--- src/ace_consts.svh ---
// Purpose: offsets, field positions, reset values and timing counts
// Assumes: 25 MHz system clock, APB with 32-bit data
// Notes: least times round up to whole cycles
`ifndef ACE_CONSTS_SVH
`define ACE_CONSTS_SVH

`define ACE_OFF_CMD 12'h000
`define ACE_OFF_CTRL 12'h004
`define ACE_OFF_STATUS 12'h008

`define ACE_CMD_W 5
`define ACE_CTRL_W 2
`define ACE_CTRL_RESET 2'h0
`define ACE_STAT_BROWNOUT 6

`define ACE_CLK_NS 40
`define ACE_POR_FAST_NS 4000
`define ACE_POR_STD_NS 50000
`define ACE_RELOAD_PULSE_NS 500
`define ACE_POR_FAST_CYC ((`ACE_POR_FAST_NS + `ACE_CLK_NS - 1) / `ACE_CLK_NS)
`define ACE_POR_STD_CYC ((`ACE_POR_STD_NS + `ACE_CLK_NS - 1) / `ACE_CLK_NS)
`define ACE_RELOAD_CYC \
  ((`ACE_RELOAD_PULSE_NS + `ACE_CLK_NS - 1) / `ACE_CLK_NS)
`define ACE_REVERT_EDGES 10

`define ACE_SEL_ACT_F33 4'hd
`define ACE_SEL_ACT_F30 4'h4
`define ACE_SEL_ACT_S33 4'h2
`define ACE_SEL_ACT_S30 4'h3
`define ACE_SEL_PSER_F 4'hc
`define ACE_SEL_PSER_S 4'h0
`define ACE_SEL_PPAR_F1 4'he
`define ACE_SEL_PPAR_F2 4'hf

`endif

--- src/ace_pkg.sv ---
// Purpose: shared types of the active configuration clock engage block
// Assumes: nothing beyond the constants header
// Notes: status layout is the word software reads
package ace_pkg;

  typedef enum logic [1:0] {st_por, st_hold, st_config, st_user} ace_state_t;

  typedef enum logic [1:0] {
    sch_none,
    sch_act,
    sch_pser,
    sch_ppar
  } ace_scheme_t;

  typedef struct packed {
    logic dis_ext_clk;
    logic en_ext_clk;
    logic pulse_reload;
    logic disengage;
    logic engage;
  } ace_cmd_t;

  typedef struct packed {
    logic vccio_ok;
    logic vcca_ok;
    logic vccint_ok;
  } ace_supply_t;

  typedef struct packed {
    logic [19:0] rsvd;
    logic ready_pin;
    logic scheme_ppar;
    logic scheme_pser;
    logic scheme_act;
    logic fast_por;
    logic brownout;
    logic pin_disabled;
    logic osc_en;
    logic clk_ext;
    logic ext_latch;
    logic engaged;
    logic user_mode;
  } ace_status_t;

endpackage

--- src/ace_sync.sv ---
// Purpose: two-flop synchroniser for pins entering the clk domain
// Assumes: bits are independent levels
// Notes: first stage feeds only the second stage
`timescale 1ns/1ps
`default_nettype none
module ace_sync #(
  parameter int W = 1
) (
  // clock and reset
  input wire logic clk,
  input wire logic nrst,
  // data
  input wire logic [W-1:0] din,
  output logic [W-1:0] dout
);

  logic [W-1:0] meta_q;

  always_ff @(posedge clk) begin
    if (!nrst) begin
      meta_q <= '0;
      dout <= '0;
    end else begin
      meta_q <= din;
      dout <= meta_q;
    end
  end

endmodule // ace_sync
`default_nettype wire

--- src/ace_clock_engage.sv ---
// Purpose: engage, reload and loader clock source control with POR
// Assumes: instructions arrive as APB writes to the command word
// Notes: user clock pin is sampled, so its rate must stay well below clk/2
// How it works
// - engage instruction re-enables the active loader
// - engage in active serial also reconfigures
// - engage in passive schemes acts like pulse
// - after engage the reload pin is ignored
// - loader clock defaults to internal oscillator
// - enable instruction sets external clock latch
// - source switches only while oscillator runs; brown-out reverts it to the oscillator even while the oscillator is stopped
// - oscillator stops once user mode entered
// - user mode keeps oscillator for enabled features
// - disable clears latch, reverts to oscillator
// - without trailing clocks, stays external, pin inert
// - power-on reset clears the external latch
// - pin reload and TAP reset keep latch
// - status pin held low until supplies good
// - core and PLL supplies watched for brown-out
// - scheme pins choose fast or standard delay
// - disengage idles the active loader
//
// Added by the designer: the address map and the APB interface to the registers.
`timescale 1ns/1ps
`default_nettype none
`include "ace_consts.svh"
module ace_clock_engage (
  // clock and reset
  input wire logic clk,
  input wire logic nrst,
  // apb slave
  input wire logic psel,
  input wire logic penable,
  input wire logic pwrite,
  input wire logic [11:0] paddr,
  input wire logic [31:0] pwdata,
  output logic [31:0] prdata,
  output logic pready,
  output logic pslverr,
  // configuration pins
  input wire logic reload_request_n,
  input wire logic user_supplied_clock_pin,
  input wire logic [3:0] scheme_select_pins,
  input wire ace_pkg::ace_supply_t supply_ok,
  input wire logic loader_ready_n_od_i,
  output logic loader_ready_n_od_o,
  output logic loader_ready_n_od_oe,
  // loader core
  input wire logic config_done,
  output logic loader_run,
  output logic osc_enable,
  output logic clk_src_user
);

  ////////////////////////////////////////////////////////////////////////////
  // pin synchronisers

  logic [9:0] pins_raw;
  logic [9:0] pins_s;
  logic ready_pin_s;
  logic uclk_s;
  logic reload_n_s;
  logic [3:0] sel_s;
  ace_pkg::ace_supply_t sup_s;

  assign pins_raw = {loader_ready_n_od_i, user_supplied_clock_pin,
                     reload_request_n, scheme_select_pins, supply_ok};

  ace_sync #(.W(10)) u_sync (
    .clk(clk),
    .nrst(nrst),
    .din(pins_raw),
    .dout(pins_s)
  );

  assign ready_pin_s = pins_s[9];
  assign uclk_s = pins_s[8];
  assign reload_n_s = pins_s[7];
  assign sel_s = pins_s[6:3];
  assign sup_s = pins_s[2:0];

  ////////////////////////////////////////////////////////////////////////////
  // state

  ace_pkg::ace_state_t state_q, state_d;
  ace_pkg::ace_scheme_t scheme_q;
  logic [15:0] por_cnt_q, por_cnt_d;
  logic [15:0] pulse_cnt_q, pulse_cnt_d;
  logic [3:0] rev_cnt_q;
  logic [`ACE_CTRL_W-1:0] ctrl_q;
  logic engaged_q, pin_dis_q, ext_latch_q, clk_ext_q, osc_en_q;
  logic brownout_q, fast_q, uclk_prev_q, ready_oe_q, run_q;
  logic [31:0] prdata_q;
  logic pready_q, pslverr_q;

  ////////////////////////////////////////////////////////////////////////////
  // apb decode

  wire setup = psel & ~penable;
  wire wr = psel & penable & pready_q & pwrite;
  wire hit_cmd = (paddr == `ACE_OFF_CMD);
  wire hit_ctrl = (paddr == `ACE_OFF_CTRL);
  wire hit_stat = (paddr == `ACE_OFF_STATUS);
  wire mapped = hit_cmd | hit_ctrl | hit_stat;
  wire ace_pkg::ace_cmd_t cmd = (wr & hit_cmd) ?
      pwdata[`ACE_CMD_W-1:0] : '0;
  wire brown_clr = wr & hit_stat & pwdata[`ACE_STAT_BROWNOUT];

  ////////////////////////////////////////////////////////////////////////////
  // scheme decode

  wire is_act = (sel_s == `ACE_SEL_ACT_F33) | (sel_s == `ACE_SEL_ACT_F30) |
                (sel_s == `ACE_SEL_ACT_S33) | (sel_s == `ACE_SEL_ACT_S30);
  wire is_pser = (sel_s == `ACE_SEL_PSER_F) | (sel_s == `ACE_SEL_PSER_S);
  wire is_ppar = (sel_s == `ACE_SEL_PPAR_F1) | (sel_s == `ACE_SEL_PPAR_F2);
  wire fast_live = (sel_s == `ACE_SEL_ACT_F33) |
                   (sel_s == `ACE_SEL_ACT_F30) |
                   (sel_s == `ACE_SEL_PSER_F) | is_ppar;
  wire ace_pkg::ace_scheme_t scheme_live = is_act ? ace_pkg::sch_act :
      is_pser ? ace_pkg::sch_pser : is_ppar ? ace_pkg::sch_ppar :
      ace_pkg::sch_none;
  // fast or standard delay from the scheme pins
  wire [15:0] por_delay = fast_live ? 16'(`ACE_POR_FAST_CYC) :
                          16'(`ACE_POR_STD_CYC);
  wire scheme_act = (scheme_q == ace_pkg::sch_act);
  wire scheme_pas = (scheme_q == ace_pkg::sch_pser) |
                    (scheme_q == ace_pkg::sch_ppar);

  ////////////////////////////////////////////////////////////////////////////
  // requests

  wire sup_all = sup_s.vccint_ok & sup_s.vcca_ok & sup_s.vccio_ok;
  // core and pll rails keep being watched after power up
  wire brown = (state_q != ace_pkg::st_por) &
               ~(sup_s.vccint_ok & sup_s.vcca_ok);
  // disabled but trailing user clocks missing
  wire stuck = ~ext_latch_q & clk_ext_q;
  // pin is dead after engage or while stuck
  wire pin_req = ~reload_n_s & ~pin_dis_q & ~stuck;
  // engage reconfigures in active and passive schemes, not with no scheme latched; in passive ones it is a pulse
  wire instr_reconf = cmd.pulse_reload |
                      (cmd.engage & (scheme_act | scheme_pas));
  wire in_run = (state_q == ace_pkg::st_config) |
                (state_q == ace_pkg::st_user);
  wire uclk_rise = uclk_s & ~uclk_prev_q;
  wire rev_last = (rev_cnt_q == 4'(`ACE_REVERT_EDGES - 1));
  wire hold_d = (state_d == ace_pkg::st_por) | (state_d == ace_pkg::st_hold);

  ////////////////////////////////////////////////////////////////////////////
  // reset and configuration sequence

  always_comb begin
    state_d = state_q;
    por_cnt_d = por_cnt_q;
    pulse_cnt_d = pulse_cnt_q;
    case (state_q)
      ace_pkg::st_por: begin
        // stay in reset until all rails pass the trip point
        // counts up so the delay follows the pins seen at its end, not
        // the cleared synchroniser just after reset
        if (!sup_all) begin
          por_cnt_d = 16'h0000;
        end else if (por_cnt_q >= por_delay) begin
          state_d = ace_pkg::st_hold;
        end else begin
          por_cnt_d = por_cnt_q + 16'h0001;
        end
      end
      ace_pkg::st_hold: begin
        if (pulse_cnt_q != 16'h0000) begin
          pulse_cnt_d = pulse_cnt_q - 16'h0001;
        end else if (!pin_req) begin
          state_d = ace_pkg::st_config;
        end
      end
      ace_pkg::st_config: begin
        if (config_done) begin
          state_d = ace_pkg::st_user;
        end
      end
      default: begin
        state_d = state_q;
      end
    endcase
    if (brown) begin
      state_d = ace_pkg::st_por;
      por_cnt_d = 16'h0000;
      pulse_cnt_d = 16'h0000;
    end else if (instr_reconf && state_q != ace_pkg::st_por) begin
      state_d = ace_pkg::st_hold;
      pulse_cnt_d = 16'(`ACE_RELOAD_CYC);
    end else if (pin_req && in_run) begin
      // reload through the pin leaves the clock latch alone
      state_d = ace_pkg::st_hold;
    end
  end

  always_ff @(posedge clk) begin
    if (!nrst) begin
      state_q <= ace_pkg::st_por;
      por_cnt_q <= 16'h0000;
      pulse_cnt_q <= 16'h0000;
    end else begin
      state_q <= state_d;
      por_cnt_q <= por_cnt_d;
      pulse_cnt_q <= pulse_cnt_d;
    end
  end

  // scheme is frozen once the power-on delay ends
  always_ff @(posedge clk) begin
    if (!nrst) begin
      scheme_q <= ace_pkg::sch_none;
      fast_q <= 1'b0;
    end else if (state_q == ace_pkg::st_por) begin
      scheme_q <= scheme_live;
      fast_q <= fast_live;
    end
  end

  ////////////////////////////////////////////////////////////////////////////
  // engage and disengage

  always_ff @(posedge clk) begin
    if (!nrst) begin
      engaged_q <= 1'b1;
      pin_dis_q <= 1'b0;
    end else begin
      if (cmd.engage) begin
        engaged_q <= 1'b1;
        pin_dis_q <= 1'b1;
      end else if (cmd.disengage && scheme_act) begin
        engaged_q <= 1'b0;
      end
    end
  end

  ////////////////////////////////////////////////////////////////////////////
  // clock source latch and selection

  // a power-on reset or brown-out drops the latch
  always_ff @(posedge clk) begin
    if (!nrst) begin
      ext_latch_q <= 1'b0;
    end else if (brown) begin
      ext_latch_q <= 1'b0;
    end else if (cmd.dis_ext_clk) begin
      ext_latch_q <= 1'b0;
    end else if (cmd.en_ext_clk) begin
      ext_latch_q <= 1'b1;
    end
  end

  // except on brown-out, selection moves only just after a user clock rise,
  // so neither source is cut short
  always_ff @(posedge clk) begin
    if (!nrst) begin
      clk_ext_q <= 1'b0;
      rev_cnt_q <= 4'h0;
      uclk_prev_q <= 1'b0;
    end else begin
      uclk_prev_q <= uclk_s;
      if (brown) begin
        clk_ext_q <= 1'b0;
        rev_cnt_q <= 4'h0;
      end else if (ext_latch_q || !clk_ext_q) begin
        rev_cnt_q <= 4'h0;
        if (ext_latch_q && osc_en_q && uclk_rise) begin
          clk_ext_q <= 1'b1;
        end
      end else if (uclk_rise) begin
        if (rev_last && osc_en_q) begin
          clk_ext_q <= 1'b0;
        end else if (!rev_last) begin
          rev_cnt_q <= rev_cnt_q + 4'h1;
        end
      end
    end
  end

  ////////////////////////////////////////////////////////////////////////////
  // oscillator enable, status pin, loader run

  wire osc_d = (state_d != ace_pkg::st_user) | ctrl_q[0] | ctrl_q[1];

  always_ff @(posedge clk) begin
    if (!nrst) begin
      osc_en_q <= 1'b1;
      ready_oe_q <= 1'b1;
      run_q <= 1'b0;
    end else begin
      osc_en_q <= osc_d;
      ready_oe_q <= hold_d;
      run_q <= engaged_q & (state_d == ace_pkg::st_config);
    end
  end

  // set wins over the software clear
  always_ff @(posedge clk) begin
    if (!nrst) begin
      brownout_q <= 1'b0;
    end else if (brown) begin
      brownout_q <= 1'b1;
    end else if (brown_clr) begin
      brownout_q <= 1'b0;
    end
  end

  ////////////////////////////////////////////////////////////////////////////
  // register file

  ace_pkg::ace_status_t status;

  always_comb begin
    status = '0;
    status.ready_pin = ready_pin_s;
    status.scheme_ppar = (scheme_q == ace_pkg::sch_ppar);
    status.scheme_pser = (scheme_q == ace_pkg::sch_pser);
    status.scheme_act = scheme_act;
    status.fast_por = fast_q;
    status.brownout = brownout_q;
    status.pin_disabled = pin_dis_q;
    status.osc_en = osc_en_q;
    status.clk_ext = clk_ext_q;
    status.ext_latch = ext_latch_q;
    status.engaged = engaged_q;
    status.user_mode = (state_q == ace_pkg::st_user);
  end

  wire [31:0] rd_data = hit_stat ? status :
      hit_ctrl ? {30'h0, ctrl_q} : 32'h0000_0000;

  always_ff @(posedge clk) begin
    if (!nrst) begin
      ctrl_q <= `ACE_CTRL_RESET;
      prdata_q <= 32'h0000_0000;
      pready_q <= 1'b0;
      pslverr_q <= 1'b0;
    end else begin
      pready_q <= setup;
      pslverr_q <= setup & ~mapped;
      if (setup) begin
        prdata_q <= rd_data;
      end
      if (wr && hit_ctrl) begin
        ctrl_q <= pwdata[`ACE_CTRL_W-1:0];
      end
    end
  end

  assign prdata = prdata_q;
  assign pready = pready_q;
  assign pslverr = pslverr_q;
  assign loader_ready_n_od_o = 1'b0;
  assign loader_ready_n_od_oe = ready_oe_q;
  assign loader_run = run_q;
  assign osc_enable = osc_en_q;
  assign clk_src_user = clk_ext_q;

  ////////////////////////////////////////////////////////////////////////////
  // checks

  engage_sets_a: assert property (@(posedge clk) disable iff (!nrst)
    cmd.engage |=> engaged_q && pin_dis_q)
    else $error("engage did not re-enable loader");

  engage_act_a: assert property (@(posedge clk) disable iff (!nrst)
    cmd.engage && scheme_act && !brown && state_q != ace_pkg::st_por
    |=> state_q == ace_pkg::st_hold ##1 loader_ready_n_od_oe)
    else $error("engage in active scheme did not reconfigure");

  engage_pulse_a: assert property (@(posedge clk) disable iff (!nrst)
    cmd.engage && scheme_pas && !brown && state_q != ace_pkg::st_por
    |=> pulse_cnt_q == 16'(`ACE_RELOAD_CYC))
    else $error("engage in passive scheme not a pulse");

  pin_ignored_a: assert property (@(posedge clk) disable iff (!nrst)
    pin_dis_q && state_q == ace_pkg::st_user && !brown && !instr_reconf
    |=> state_q == ace_pkg::st_user)
    else $error("reload pin acted after engage");

  ext_switch_a: assert property (@(posedge clk) disable iff (!nrst)
    $rose(clk_ext_q) |-> $past(osc_en_q) && $past(ext_latch_q))
    else $error("clock source changed without oscillator");

  osc_stop_a: assert property (@(posedge clk) disable iff (!nrst)
    state_d == ace_pkg::st_user && ctrl_q == 2'h0 |=> !osc_en_q)
    else $error("oscillator left running in user mode");

  osc_keep_a: assert property (@(posedge clk) disable iff (!nrst)
    ctrl_q != 2'h0 || state_d != ace_pkg::st_user |=> osc_en_q)
    else $error("oscillator stopped while needed");

  revert_edges_a: assert property (@(posedge clk) disable iff (!nrst)
    $fell(clk_ext_q) && !$past(brown)
    |-> $past(rev_cnt_q) == 4'(`ACE_REVERT_EDGES - 1))
    else $error("clock reverted on wrong edge count");

  stuck_pin_a: assert property (@(posedge clk) disable iff (!nrst)
    stuck && state_q == ace_pkg::st_user && !brown && !instr_reconf
    |=> state_q == ace_pkg::st_user)
    else $error("reload pin acted while clock stuck external");

  por_hold_a: assert property (@(posedge clk) disable iff (!nrst)
    state_q == ace_pkg::st_por |-> loader_ready_n_od_oe)
    else $error("status pin released during power-on reset");

  brownout_a: assert property (@(posedge clk) disable iff (!nrst)
    brown |=> state_q == ace_pkg::st_por && !ext_latch_q && brownout_q)
    else $error("brown-out not handled");

endmodule // ace_clock_engage
`default_nettype wire

--- config.mk ---
export PLATFORM = sky130hd
export DESIGN_NAME = ace_clock_engage
export DESIGN_NICKNAME = d
export VERILOG_FILES = /design/src/ace_pkg.sv /design/src/ace_sync.sv /design/src/ace_clock_engage.sv
export VERILOG_INCLUDE_DIRS = /design/src
export SDC_FILE = /design/constraint.sdc
export NUM_CORES = 1
export LEC_CHECK = 0
export BUFFER_PORTS_ARGS = -buffer_cell sky130_fd_sc_hd__clkbuf_2
export CAP_MARGIN = 20
export CORE_ASPECT_RATIO = 0.8
export CORE_MARGIN = 5
export CORE_UTILIZATION = 56
export DETAILED_ROUTE_END_ITERATION = 10
export PLACE_DENSITY = 0.84
export SYNTH_ARGS = -nofsm -noshare
export SYNTH_HDL_FRONTEND = slang
export SYNTH_SLANG_ARGS = --single-unit
--- constraint.sdc ---
create_clock -name clk -period 6.2 [get_ports clk]
set_input_delay 0.93 -clock clk [delete_from_list [all_inputs] [get_ports clk]]
set_output_delay 0.93 -clock clk [all_outputs]
set_load 0.02 [all_outputs]
After elaboration in Yosys (flattened, before gate mapping)
Cells that the tools add are included.

word-level totals
  flip-flop bits (word level) = 106
  bits in latches = 0
  RAM bits = 0
  bits in read-only memories = 0
  input port bits = 60
  output and inout bits = 39
  logic and storage cells = 148
  memories = 0

operators by class
  add/subtract/negate cells = 3
  multipliers = 0
  div/mod/pow operators = 0
  magnitude comparators = 1
  equal/unequal tests = 21
  shifts and indexed selects = 0
  mux-type cells = 27
  bitwise gates (word level) = 44
  reduce and logical (&&, ||, !) cells = 30

operators with widths
  cell                   number
  $mux 16                2
  $mux 2                 12
  $eq 4x4->1 const B     5
  $and 1x1->1            17
  $add 16x1->16 const B  1
  $ge 16x11->1           1
  $or 1x1->1             16
  $reduce_bool 16->1     1
  $sub 16x1->16 const B  1
  $eq 12x3->1 const B    1
  $eq 12x4->1 const B    1
  $logic_not 12->1       1
  $mux 12                1
  $mux 4                 3
  $reduce_bool 2->1      6
  $mux 11                1
  $not 1->1              11
  $eq 2x2->1 const B     5
  $reduce_or 3->1        3
  $eq 4x2->1 const B     2
  $logic_and 1x1->1      7
  $eq 2x1->1 const B     3
  $mux 1                 6
  $pmux 2 s3             1
  12 further kinds       18

Logic depth before layout (Yosys ltp)
  word-level depth = 15
  depth in mapped cells = 12
  mapped depth without buffers = 10

Cells and area by module
A second synthesis with hierarchy kept.

second synthesis, totals
  cells, all modules = 423
  area, all modules = 3802.4 um^2

modules (own cells, without submodules)
  module            instances  cells each  area an instance (um^2)  sequential area each (um^2)
  ace_clock_engage  1          381         3240.6                   1321.3
  ace_sync          1          42          561.8                    400.4

Worst setup path after synthesis
No wires, ideal clock.

  path kind = input port to flip-flop
  from = input paddr[7]
  to = register osc_en_q (netlist: osc_enable)
  setup time = 0.134 ns
  arrival = 2.539 ns
  data required time = 6.066 ns
  setup slack = 3.527 ns
  stages = 7
  buffers on the path = 1
  path through = nor4_2 > nand3_2 > or4_4 > buf_6 > nand4_1 > a222oi_1 > or4_1

between the ends
  longest elaborated chain between the ends = 11

RTL lines
  element                                RTL line                 source
  start: declaration                     ace_clock_engage.sv:35   input wire logic [11:0] paddr,
  $logic_not 12->1 (no source line) (*)  --
  $and 1x1->1 (*)                        ace_clock_engage.sv:105  wire ace_pkg::ace_cmd_t cmd = (wr & hit_cmd) ?
  $mux 5 (*)                             ace_clock_engage.sv:105
  $and 1x1->1                            ace_clock_engage.sv:142  (cmd.engage & (scheme_act | scheme_pas));
  $or 1x1->1 (*)                         ace_clock_engage.sv:141  wire instr_reconf = cmd.pulse_reload |
  $logic_and 1x1->1 (*)                  ace_clock_engage.sv:189  end else if (instr_reconf && state_q != ace_pkg::st_por) begin
  $mux 2 (*)                             ace_clock_engage.sv:189
  $mux 2 (*)                             ace_clock_engage.sv:185  if (brown) begin
  $ne 2x2->1 (*)                         ace_clock_engage.sv:284  wire osc_d = (state_d != ace_pkg::st_user) | ctrl_q[0] | ctrl_q[1];
  $or 1x1->1 (*) (2 in a row)            ace_clock_engage.sv:284
  end signal: assignment                 ace_clock_engage.sv:292  osc_en_q <= osc_d;
  end: declaration                       ace_clock_engage.sv:91   logic engaged_q, pin_dis_q, ext_latch_q, clk_ext_q, osc_en_q;

Every way passes the cells marked *; elsewhere a longest branch is shown, timed or not.
A chain may end at the register's enable or synchronous reset.

Worst setup path after layout
  from = register u_sync.dout[6]
  to = register osc_en_q (netlist: osc_enable)

between the ends
  longest elaborated chain between the ends = 15
  elaborated cells between the ends (all ways) = 20
  those cells by class = 1 x order compare; 6 x eq/ne; 7 x mux; 6 x bitwise

RTL lines
  element                                                    RTL line                 source
  start: declaration                                         ace_sync.sv:14           output logic [W-1:0] dout
  start signal: assignment                                   ace_sync.sv:25           dout <= meta_q;
  $eq 4x4->1 (no source line) or $eq 4x3->1 (tied branches)  --
  $or 1x1->1 (2 in a row)                                    ace_clock_engage.sv:116  wire fast_live = (sel_s == `ACE_SEL_ACT_F33) |
  $or 1x1->1 (*)                                             ace_clock_engage.sv:116
  $mux 11 (*)                                                ace_clock_engage.sv:123  wire [15:0] por_delay = fast_live ? 16'(`ACE_POR_FAST_CYC) :
  $ge 16x11->1 (*)                                           ace_clock_engage.sv:163  end else if (por_cnt_q >= por_delay) begin
  $mux 2 (*)                                                 ace_clock_engage.sv:163
  $mux 2 (*)                                                 ace_clock_engage.sv:161  if (!sup_all) begin
  $pmux 2 s3 (*)                                             ace_clock_engage.sv:156  case (state_q)
  $mux 2 (*)                                                 ace_clock_engage.sv:192  end else if (pin_req && in_run) begin
  $mux 2 (*)                                                 ace_clock_engage.sv:189
  $mux 2 (*)                                                 ace_clock_engage.sv:185
  $ne 2x2->1 (*)                                             ace_clock_engage.sv:284
  $or 1x1->1 (*) (2 in a row)                                ace_clock_engage.sv:284

Marks and branches as above.

==> metrics <==
clock sink total=86; Pwr per Cell Area=239 nW/µm²; DRC=0; hold violation count in the final report=0; core area=6440 µm²; ANT nets after route=0; fin crit period=3.17 ns; total power=0.994 mW; final setup violation count=0; Hold Crit Class=reg -> reg; htree depth=3; leading area contributor after synthesis=dfxtp_1; slowest stage delay, CP=0.48 ns; Die X=101 µm; PortBufs=51; Post-Syn Area=3740 µm²; unrepaired setup endpoints after global routing=false; number of placement rows=26; Least-Margin Pin Slew=0.985 ns; first-pass GRT wire length=13.1 mm; Commonest cells post-synth=dfxtp_1, nor2_1, and2_1, buf_4; Nets=529; Detailed Place HPWL=5.70 mm; worst skew pair latency=0.35 ns; CTS Hold Buffers Added=0; Arr. time, crit path=3.41 ns; CP max stage cell=o21ai_2; post-CTS setup buffers=0; ant diodes=0; vias in the first global route=2871; most frequent cell after synthesis=dfxtp_1; register bit total from synthesis=86; # fillers=522; worst path required time=6.44 ns; kind of cell adding the most delay to the critical path=compound AO/OA/AOI/OAI gates; total track usage=0.189; Final Non-Filler Cells=551; pins over their slew limit=0; P&R area growth vs syn=11.2%; root buf cell=clkbuf_8; Buf/Inv on CP=1; Initial Util=0.580; ys flop type=dfxtp_1; Inserted Clock Buffers=9; detailed-route wire length=7.80 mm; clock buffer depth=2; Placed Cells incl. Taps=534; initial antenna violation count=0; Final GP Congestion=0.849; async set-reset flop share out of synthesis=0; post-DR vias/cell=5.50; CP Launch Type=register; Worst slew margin=0.339; Starting DRT DRC Count=191; die footprint=8420 µm²; die height=83.1 µm; Setup Skew=0.0110 ns; WL/cell=14.2 µm; Yosys warning total=0; critical path cell sequence=o21bai_1, and2_1, inv_1, ha_1, nand2b_1, a32o_1, a311o_1, o21ai_2, a222oi_1, or4_1; Critical Path Sink Type=register; kind of critical path=reg -> reg; Max Cap Viol=0; I/O Pins=99; Synth area leaders=dfxtp_1, nor2_1, buf_4; aggregate global routing overflow=0; critical path peak fanout=14; WHS=0.436 ns; CTS tree=done; share of cells above drive strength 1=0.163; Clk pin slew, worst setup/hold paths=0.09 ns; status=finished clean; Syn Area/Cell=9.02 µm²; Gate Count Post-Synth=414; Synth top area share=0.461; Fmax=315 MHz; static leakage=1.70 nW; setup TNS=0 ns; total number of vias=3030; EDFF count, synth=0; pin count of the biggest net entering global routing=27; VDD IR max=0.157 mV; post-CTS resize count=0; Seq/Total Area, Yosys=0.461; Tcrit/Tclk final=0.512; Distinct cells, synth=55; Initial DRT Pass Iterations=5
==> layout by cell type (no fill, tap or decap), types with 13 or more instances in the layout <==
| cell type | n |
|---|---|
| a21oi_1 | 17 |
| and2_1 | 26 |
| clkbuf_2 | 51 |
| conb_1 | 21 |
| dfxtp_1 | 86 |
| inv_1 | 13 |
| nand2_1 | 17 |
| nor2_1 | 55 |
| nor3_1 | 14 |
| xnor2_1 | 13 |
==> kinds of logic (layout without fill, tap and decap cells) <==
kind of cell | count (synthesis) | after routing | synth area share
flip-flops | 86 | 86 | 0.461
AO/OA/AOI/OAI | 71 | 71 | 0.137
multiplexers | 2 | 2 | 0.00536
buffers and inverters | 49 | 82 | 0.0743
other | 1 | 21 | 0.00100
XOR/XNOR | 19 | 19 | 0.0445
AND/OR/NAND/NOR | 179 | 179 | 0.253
adder cells (fa/ha/maj) | 7 | 7 | 0.0234
==> stage by stage <==
| step | area (µm²) | setup WS [ns] | util |
|---|---|---|---|
| 6_report | 4150 | 3.03 | 0.645 |
| 5_1_grt | 4150 | 2.75 | 0.645 |
| 4_1_cts | 4150 | 3.04 | 0.644 |
| 3_5_place_dp | 3950 | 2.97 | 0.614 |
| 3_3_place_gp | 3950 | 3.04 | 0.614 |
| 2_1_floorplan | 3810 | 3.53 | - |
==> sequential cells by signal (all words and copies together), names as in the netlist, 2 cells and up <==
| register | count |
|---|---|
| u_sync.meta_q | 10 |
| pulse_cnt_q | 16 |
| ctrl_q | 2 |
| por_cnt_q | 16 |
| prdata | 12 |
| rev_cnt_q | 4 |
| state_q | 2 |
| u_sync.dout | 10 |
| scheme_q | 2 |
==> layer usage <==
layer | vias up | track usage | wire (µm)
met3 | 11 | 0.0536 | 688
met2 | 122 | 0.302 | 3670
met1 | 1380 | 0.247 | 3350
met4 | 0 | 0.0580 | 96
li1 | 1517 | - | -
met5 | - | 0 | 0
==> area by class of cell <==
| class | instances | area, µm² | area share |
|---|---|---|---|
| clock buffers | 11 | 131 | 0.0316 |
| clock inverters | 5 | 60.1 | 0.0145 |
| inverters | 14 | 53.8 | 0.0130 |
| multi-input cells | 299 | 1820 | 0.438 |
| flip-flops and latches | 86 | 1720 | 0.415 |
| well taps | 84 | 105 | 0.0253 |
| repair buffers | 52 | 263 | 0.0633 |
==> power breakdown <==
group / internal, mW / total (mW) / switching, mW
combinational: 0.0173 / 0.0490 / 0.0317
clock: 0.187 / 0.381 / 0.194
sequential: 0.560 / 0.564 / 0.00436
total: 0.764 / 0.994 / 0.230
==> worst paths after layout <==
kind | start | to | slack, ns | depth (start not counted)
max | u_sync.dout[6] | osc_enable | 3.03 | 10
min | u_sync.meta_q[3] | u_sync.dout[3] | 0.44 | 1
max reg2reg | u_sync.dout[6] | osc_enable | 3.03 | 10
min reg2reg | u_sync.meta_q[3] | u_sync.dout[3] | 0.44 | 1
Power figures use the tool's default switching activity.
